[config.mk]
export PLATFORM = sky130hd
export DESIGN_NAME = operand_field_decoder
export DESIGN_NICKNAME = d
export VERILOG_FILES = /design/src/hdl/operand_decode_pkg.sv /design/src/hdl/operand_field_decoder.sv
export VERILOG_INCLUDE_DIRS = /design/src /design/src/hdl
export SDC_FILE = /design/constraint.sdc
export NUM_CORES = 1
export LEC_CHECK = 0
export BUFFER_PORTS_ARGS = -buffer_cell sky130_fd_sc_hd__buf_2
export CELL_PAD_IN_SITES_DETAIL_PLACEMENT = 0
export CELL_PAD_IN_SITES_GLOBAL_PLACEMENT = 1
export CORE_MARGIN = 1
export CORE_UTILIZATION = 31
export DETAILED_ROUTE_END_ITERATION = 10
export GPL_TIMING_DRIVEN = 0
export PLACE_DENSITY = 0.73
export SETUP_SLACK_MARGIN = 0.3
export SLEW_MARGIN = 15
export SYNTH_ARGS = -nofsm -noshare
export SYNTH_HDL_FRONTEND = slang
export SYNTH_SLANG_ARGS = --single-unit
[constraint.sdc]
create_clock -name clk -period 1.7 [get_ports clk]
set_clock_uncertainty 0.2 [all_clocks]
set_input_delay 0.085 -clock clk [delete_from_list [all_inputs] [get_ports clk]]
set_output_delay 0.085 -clock clk [all_outputs]
set_load 0.01 [all_outputs]
[src/hdl/operand_decode_params.svh]
// Field positions and code values for the operand field decoder
`ifndef OPERAND_DECODE_PARAMS_SVH
`define OPERAND_DECODE_PARAMS_SVH
`define MODRM_MOD_HI     7
`define MODRM_MOD_LO     6
`define MODRM_REG_HI     5
`define MODRM_REG_LO     3
`define MODRM_RM_HI      2
`define MODRM_RM_LO      0
`define SIB_SS_HI        7
`define SIB_SS_LO        6
`define SIB_INDEX_HI     5
`define SIB_INDEX_LO     3
`define SIB_BASE_HI      2
`define SIB_BASE_LO      0
`define RM_SIB_ESCAPE    3'h4
`define MOD_REGISTER     2'h3
`define SEG3_RESERVED_LO 3'h6
`define SIX_OPCODE       2'h0
`define SRC_MODRM_REG    2'h1
`define SRC_MODRM_RM     2'h2
`endif

[src/hdl/operand_decode_pkg.sv]
// Types shared by the operand field decoder
package operand_decode_pkg;
  // Register class chosen for a general register operand
  typedef enum logic [1:0]
  {
    REG_BYTE = 2'b00,
    REG_WORD = 2'b01,
    REG_DWORD = 2'b10
  } reg_width_type;
  // Segment registers, numbered as the three-bit selector encodes them
  typedef enum logic [2:0]
  {
    extra_segment       = 3'b000,
    code_segment        = 3'b001,
    stack_segment       = 3'b010,
    data_segment        = 3'b011,
    fourth_data_segment = 3'b100,
    fifth_data_segment  = 3'b101,
    seg_none            = 3'b111
  } segment_type;
endpackage

[src/hdl/operand_field_decoder.sv]
// Operand field decoder: register, segment and addressing byte decode
//
// How it works
// [RL1] No width bit: codes 000-111 pick the eight general registers by size.
// [RL2] Width bit clear: 000-011 low bytes, 100-111 high bytes of first four.
// [RL3] Width bit set in 16-bit operation picks the eight 16-bit registers.
// [RL4] Width bit set in 32-bit operation picks the eight 32-bit registers.
// [RL5] Two-bit selector: 00 extra, 01 code, 10 stack, 11 data segment.
// [RL6] Three-bit selector adds 100 fourth, 101 fifth; 110 and 111 reserved.
// [RL7] Mode comes from addressing bytes unless the opcode fixes it.
// [RL8] 32-bit addressing: index byte follows when r/m is 100 and mod not 11.
// [RL9] With index byte, address mode comes from mod, scale, index and base.
// [RL10] Middle mod r/m bits are opcode extension or register field.
// [RL11] 16-bit addressing interprets mod r/m with the 16-bit encoding.
// [RL12] 32-bit addressing interprets mod r/m with the 32-bit encoding.
// [RL13] Address components are 16 bits or 32 bits wide per address size.
// [RL14] Width bit 0 means byte operand, 1 means full-size operand.
// [RL15] Sizes default from code segment bit; each prefix inverts its size.
// [RL16] Register field comes from opcode, mod r/m reg field or r/m field.
// [RL17] Reserved three-bit segment codes raise an invalid-opcode flag.
`timescale 1ns/1ps
`include "operand_decode_params.svh"

module operand_field_decoder
  import operand_decode_pkg::*;
(
  input  wire logic          clk,           // Core clock
  input  wire logic          sys_rst,       // Synchronous reset, high
  input  wire logic          decodeValid,   // Instruction fields are valid
  input  wire logic          codeSegDefault,// Code segment default size bit
  input  wire logic          operandPrefix, // Operand size prefix seen
  input  wire logic          addressPrefix, // Address size prefix seen
  input  wire logic          widthPresent,  // Opcode carries a width bit
  input  wire logic          widthBit,      // Width bit value
  input  wire logic [1:0]    regSource,     // Where the register field sits
  input  wire logic [2:0]    opcodeReg,     // Register field inside opcode
  input  wire logic          usesModrm,     // Mode comes from addressing byte
  input  wire logic          extUsesOpcode, // Middle bits extend the opcode
  input  wire logic [7:0]    modrmByte,     // Addressing mode byte
  input  wire logic [7:0]    sibByte,       // Scale-index-base byte
  input  wire logic          segTwoBit,     // Segment field is two bits
  input  wire logic [2:0]    segField,      // Segment selector field
  output logic               operand32,     // Operation size is 32 bits
  output logic               address32,     // Address size is 32 bits
  output reg_width_type      regWidth,      // Class of selected register
  output logic [2:0]         regIndex,      // Register number in its class
  output logic               regHighByte,   // Byte is bits 15:8 of register
  output segment_type        segSelect,     // Segment register chosen
  output logic               invalidOpcode, // Reserved segment code used
  output logic               sibFollows,    // Index byte follows mod r/m
  output logic               memOperand,    // Mod r/m names memory
  output logic [2:0]         opcodeExtensionBits, // Opcode extension
  output logic [1:0]         scaleField,    // Index scale, valid with sib
  output logic [2:0]         indexField,    // Index register number
  output logic [2:0]         baseField,     // Base register number
  output logic [1:0]         modField,      // Mode bits of mod r/m
  output logic [2:0]         rmField        // r/m bits of mod r/m
);

  // ****************************************************************
  // Functions
  // ****************************************************************

  // Reserved three-bit codes, shared by the segment map and the flag
  // Kept in one place so the map and the flag can never disagree
  function automatic logic seg_reserved(input logic       two,
                                        input logic [2:0] code);
    seg_reserved = !two && code >= `SEG3_RESERVED_LO;  // RL6
  endfunction

  // Middle three bits of the mod r/m byte, register or opcode extension
  function automatic logic [2:0] modrm_mid(input logic [7:0] b);
    modrm_mid = b[`MODRM_REG_HI:`MODRM_REG_LO];        // RL10
  endfunction

  // Segment decode shared by both selector widths
  function automatic segment_type seg_decode(input logic       two,
                                             input logic [2:0] code);
    logic [2:0] full;
    full = two ? {1'b0, code[1:0]} : code;
    if (seg_reserved(two, code))
      seg_decode = seg_none;                           // RL6
    else
      seg_decode = segment_type'(full);                // RL5
  endfunction

  // ****************************************************************
  // Next-value decode
  // ****************************************************************

  logic          next_operand32;
  logic          next_address32;
  reg_width_type next_regWidth;
  logic [2:0]    next_regIndex;
  logic          next_regHighByte;
  segment_type   next_segSelect;
  logic          next_invalidOpcode;
  logic          next_sibFollows;
  logic          next_memOperand;
  logic [2:0]    next_opcodeExtensionBits;
  logic [1:0]    next_scaleField;
  logic [2:0]    next_indexField;
  logic [2:0]    next_baseField;
  logic [1:0]    next_modField;
  logic [2:0]    next_rmField;

  // All decode is combinational here; outputs are registered once
  always_comb
  begin
    logic [2:0] code;
    logic [1:0] md;
    logic [2:0] rm;
    code = opcodeReg;
    md   = modrmByte[`MODRM_MOD_HI:`MODRM_MOD_LO];
    rm   = modrmByte[`MODRM_RM_HI:`MODRM_RM_LO];
    // Prefix flips the default for this instruction only
    next_operand32 = codeSegDefault ^ operandPrefix;  // RL15
    next_address32 = codeSegDefault ^ addressPrefix;  // RL15 RL13
    // Pick the field that carries the register number
    unique case (regSource)
      `SIX_OPCODE:    code = opcodeReg;                // RL16
      `SRC_MODRM_REG: code = modrm_mid(modrmByte);     // RL16
      `SRC_MODRM_RM:  code = rm;                       // RL16
      default:        code = opcodeReg;                // RL16
    endcase
    next_regIndex    = code;
    next_regHighByte = 1'b0;
    if (widthPresent && !widthBit)
    begin
      // Byte operand: high half of the first four registers for 1xx
      next_regWidth    = REG_BYTE;                     // RL14 RL2
      next_regIndex    = {1'b0, code[1:0]};            // RL2
      next_regHighByte = code[2];                      // RL2
    end
    else if (next_operand32)
      next_regWidth = REG_DWORD;                       // RL1 RL4 RL14
    else
      next_regWidth = REG_WORD;                        // RL1 RL3 RL14
    next_segSelect     = seg_decode(segTwoBit, segField);
    next_invalidOpcode = decodeValid &&
                         seg_reserved(segTwoBit, segField); // RL17
    // Opcode-fixed modes ignore the addressing byte for mode, r/m, index byte and extension; regSource may still read it
    next_modField   = usesModrm ? md : 2'h0;           // RL7
    next_rmField    = usesModrm ? rm : 3'h0;           // RL7
    next_memOperand = usesModrm && md != `MOD_REGISTER; // RL7
    // Only the 32-bit form knows the index byte escape
    next_sibFollows = usesModrm && next_address32 &&
                      rm == `RM_SIB_ESCAPE &&
                      md != `MOD_REGISTER;            // RL8 RL12 RL11
    next_opcodeExtensionBits = (usesModrm && extUsesOpcode) ?
      modrm_mid(modrmByte) : 3'h0;                    // RL10
    // Index byte fields only mean something when that byte exists
    next_scaleField = next_sibFollows ?
      sibByte[`SIB_SS_HI:`SIB_SS_LO] : 2'h0;          // RL9
    next_indexField = next_sibFollows ?
      sibByte[`SIB_INDEX_HI:`SIB_INDEX_LO] : 3'h0;    // RL9
    next_baseField  = next_sibFollows ?
      sibByte[`SIB_BASE_HI:`SIB_BASE_LO] : 3'h0;      // RL9
    // Nothing valid: keep the last answer so later stages see it steady;
    // the invalid flag is not held, it is a one-cycle pulse
    if (!decodeValid)
    begin
      next_operand32           = operand32;
      next_address32           = address32;
      next_regWidth            = regWidth;
      next_regIndex            = regIndex;
      next_regHighByte         = regHighByte;
      next_segSelect           = segSelect;
      next_sibFollows          = sibFollows;
      next_memOperand          = memOperand;
      next_opcodeExtensionBits = opcodeExtensionBits;
      next_scaleField          = scaleField;
      next_indexField          = indexField;
      next_baseField           = baseField;
      next_modField            = modField;
      next_rmField             = rmField;
    end
  end

  // ****************************************************************
  // Output registers
  // ****************************************************************

  // Registers only; the hold on idle cycles is decided in the decode above
  always_ff @(posedge clk)
  begin
    if (sys_rst)
    begin
      operand32           <= 1'b0;
      address32           <= 1'b0;
      regWidth            <= REG_BYTE;
      regIndex            <= 3'h0;
      regHighByte         <= 1'b0;
      segSelect           <= extra_segment;
      invalidOpcode       <= 1'b0;
      sibFollows          <= 1'b0;
      memOperand          <= 1'b0;
      opcodeExtensionBits <= 3'h0;
      scaleField          <= 2'h0;
      indexField          <= 3'h0;
      baseField           <= 3'h0;
      modField            <= 2'h0;
      rmField             <= 3'h0;
    end
    else
    begin
      invalidOpcode       <= next_invalidOpcode;       // RL17
      operand32           <= next_operand32;
      address32           <= next_address32;
      regWidth            <= next_regWidth;
      regIndex            <= next_regIndex;
      regHighByte         <= next_regHighByte;
      segSelect           <= next_segSelect;
      sibFollows          <= next_sibFollows;
      memOperand          <= next_memOperand;
      opcodeExtensionBits <= next_opcodeExtensionBits;
      scaleField          <= next_scaleField;
      indexField          <= next_indexField;
      baseField           <= next_baseField;
      modField            <= next_modField;
      rmField             <= next_rmField;
    end
  end

endmodule

==> impl_metrics.py <==
metrics = {
    "synthesis": {
        "ys.warnings.count": 0,
        "yosys.cell_types.count": 26,
        "most_used_standard_cell_by_instance_count_after_synthesis": "sky130_fd_sc_hd__dfxtp_1",
        "netlist.area_leader.share_pct": 49.5,
        "synth_enable_flop_cells": 0,
        "synth_seq_cells": 30,
        "yosys-top-cells-count": "sky130_fd_sc_hd__dfxtp_1 (30), sky130_fd_sc_hd__nand2b_1 (14), sky130_fd_sc_hd__a21oi_1 (12)",
        "postSynth.asyncResetShare_pct": 0,
        "synthTopCellsByArea": "sky130_fd_sc_hd__dfxtp_1 (50%), sky130_fd_sc_hd__nand2b_1 (7.2%), sky130_fd_sc_hd__a22o_1 (6.5%), sky130_fd_sc_hd__a21oi_1 (5.0%), sky130_fd_sc_hd__nand3_1 (2.9%)",
        "synth_flop_type": "sky130_fd_sc_hd__dfxtp_1",
        "post_synth_instance_area_mm2": 0.00121,
        "syn_inst": 122,
        "synthDominantAreaCellType": "sky130_fd_sc_hd__dfxtp_1",
        "ys_seq_area_share_pct": 49.5,
        "net_count_after_synthesis": 159,
        "post_synth.cell_area_avg_um2": 9.94,
    },
    "routing": {
        "drt_iter0_drc": 44,
        "drt_drc_violations_left": 0,
        "wire_per_inst_um": 13.6,
        "ant_nets": 0,
        "via_per_inst": 4.81,
        "final_routed_wirelength_um": 3680,
        "routed_vias": 1304,
        "firstDrtPassIters": 4,
    },
    "final_layout": {
        "layout.area.seq_um2": 601,
        "antenna_cells_inserted": 0,
        "multiInputGateArea_um2": 546,
        "nets": 260,
        "areaGrowthSynthToFinish_pct": 63.5,
        "instances_no_fill": 271,
        "fillers": 352,
        "post_route_cells_drive_above_1_share_pct": 36.3,
    },
    "placement": {
        "dp.final_hpwl_um": 2400,
        "port_buffers": 63,
        "dpl.cell_count": 233,
        "gp_routability_congestion": 0.737,
        "place_worst_setup_slack_ps": -38.2,
    },
    "clock_network": {
        "clock-sinks": 30,
        "clock-root-buffer": "sky130_fd_sc_hd__clkbuf_8",
        "cts.hold.buffers_added": 28,
        "worstSkewPairLatency_ps": 280,
        "tritoncts": "yes",
        "numCtsBuffers": 5,
        "clock_tree.htree_level_count": 2,
        "cts-root-to-sink-buffers": 2,
        "cts.reportedPaths.clkPinSlew_ps": 60,
    },
    "worst_hold_path": {
        "hold_removal_path_class": "in -> reg",
    },
    "timing": {
        "period_share_pct": 79.0,
        "report.final.setup_viol": 0,
        "min_clock_period_post_route_ps": 1340,
        "fin_ws_ps": 357,
        "maxSlewViolCount": 0,
        "achievable-frequency_ghz": 0.744,
        "slew_headroom_pct": 65.0,
        "fin_worst_hold_slack_ps": -65.0,
        "tightest_slew_ps": 525,
        "finalHoldViolations": 1,
        "unrepaired_setup_endpoints_after_global_routing": "no",
    },
    "die": {
        "width_of_the_chip_um": 64.5,
        "die-height_um": 64.5,
        "fp.coreArea_mm2": 0.00372,
        "starting_density_pct": 32.6,
        "fp-row-count": 22,
        "ioPinCount": 65,
        "die_footprint_mm2": 0.00417,
    },
    "critical_path": {
        "critical_path.startpoint_type": "input port",
        "timing.critical_path.arrival_ps": 1370,
        "crit_path_end_kind": "register",
        "critPathKind": "in -> reg",
        "crit_fanout": 4,
        "required_ps": 1730,
    },
    "power_and_ir_drop": {
        "power_density_mw_per_mm2": 773,
        "power_leakage_nw": 0.956,
        "power.ir.vdd_worst_mv": 0.391,
    },
    "global_route": {
        "grt_start_max_net_pins": 11,
        "via_count_of_the_first_global_routing_pass": 1327,
        "antenna_found_initial": 0,
        "grt_remaining_overflow": 0,
        "grt_pass1_wl_um": 5820,
        "globalRouteTotalUtil_pct": 18.5,
    },
    "run_status": {
        "status": "complete, but fails checks",
        "violations": "hold timing",
    },
    "run": {
        "max_cap_viol_count": 0,
    },
}
where the power goes:
group          switching (W)  leakage [nW]  internal, W  total (W)
logic               0.000118         0.668     0.000142   0.000260
clock network       0.000256        0.0438     0.000274   0.000529
registers          0.0000125         0.245     0.000730   0.000742
stage by stage:
stage	setup TNS (ps)	util, %	hold slack, ps	power (W)	instance area [µm²]
after global placement	0	42.7	94.2	0.000956	1590
final	0	53.3	-65.0	0.00153	1980
after global routing	0	53.3	-46.5	0.00159	1980
after detailed placement	-232	42.7	105	0.000961	1590
after CTS	0	52.6	-70.0	0.00154	1950
after floorplan	0	-	4.17	0.000865	1210
timing repair:
action,CTS,global route
resized for setup,0,6
buffers inserted,1,1
pin swaps,1,3
cloned,0,1
endpoints found under the setup margin,8,9
endpoints found under the hold margin,29,1
critical path, stage by stage:
cell                      delay, ps
sky130_fd_sc_hd__buf_2          110
sky130_fd_sc_hd__or4b_4         540
sky130_fd_sc_hd__nor4b_4        300
sky130_fd_sc_hd__buf_2          210
sky130_fd_sc_hd__a22o_1         120
flip-flops by register name, summed over array words and instances (netlist names):
signal / count
rmField: 3
regWidth: 2
memOperand: 1
scaleField: 2
indexField: 3
regHighByte: 1
operand32: 1
sibFollows: 1
opcodeExtensionBits: 3
baseField: 3
address32: 1
invalidOpcode: 1
regIndex: 3
modField: 2
segSelect: 3
cells by family (layout without fill, tap and decap cells):
logic type,after synthesis,count (layout),share of synthesized area [%]
and+or+nand+nor,44,44,21.7
adders and majority gates,2,2,2.06
xor gates and xnor gates,2,2,1.45
DFF,30,30,49.5
muxes,2,2,1.65
buffers and inverters,11,112,5.68
AOI/OAI and AO/OA,31,31,18.0
placed cells by master (no fill, tap or decap), types with 4 or more instances in the layout:
cell,n
sky130_fd_sc_hd__buf_2,64
sky130_fd_sc_hd__dfxtp_1,30
sky130_fd_sc_hd__dlygate4sd3_1,25
sky130_fd_sc_hd__nand2b_1,14
sky130_fd_sc_hd__a21oi_1,12
sky130_fd_sc_hd__a22o_1,9
sky130_fd_sc_hd__nand3_1,7
sky130_fd_sc_hd__nor2_1,7
sky130_fd_sc_hd__clkbuf_8,6
sky130_fd_sc_hd__clkbuf_1,4
per-layer routing:
layer	wire (µm)	share of wire [%]	up-vias	global-route usage, %
li1	-	-	640	-
met1	1630	44	609	21.6
met2	1780	48	47	31.7
met3	204	5.5	8	4.93
met4	61	1.7	0	7.50
met5	0	0	-	0
final timing paths:
path	startpoint	endpoint	slack, ps	depth (start not counted)
max	modrmByte[1]	baseField[2]	360	5
min	sys_rst	invalidOpcode	-70	3
max reg2reg	operand32	operand32	820	2
min reg2reg	modField[1]	modField[1]	270	2
layout make-up:
| cell class | instances | area share, % |
|---|---|---|
| buffer | 8 | 2.97 |
| clock buffer | 5 | 3.47 |
| clock inverter | 2 | 0.505 |
| inverter | 3 | 0.568 |
| multi-input combinational | 81 | 27.5 |
| sequential | 30 | 30.3 |
| tap | 48 | 3.03 |
| timing repair buffer | 94 | 31.6 |
Note: power is estimated with default switching activity, not from simulation.
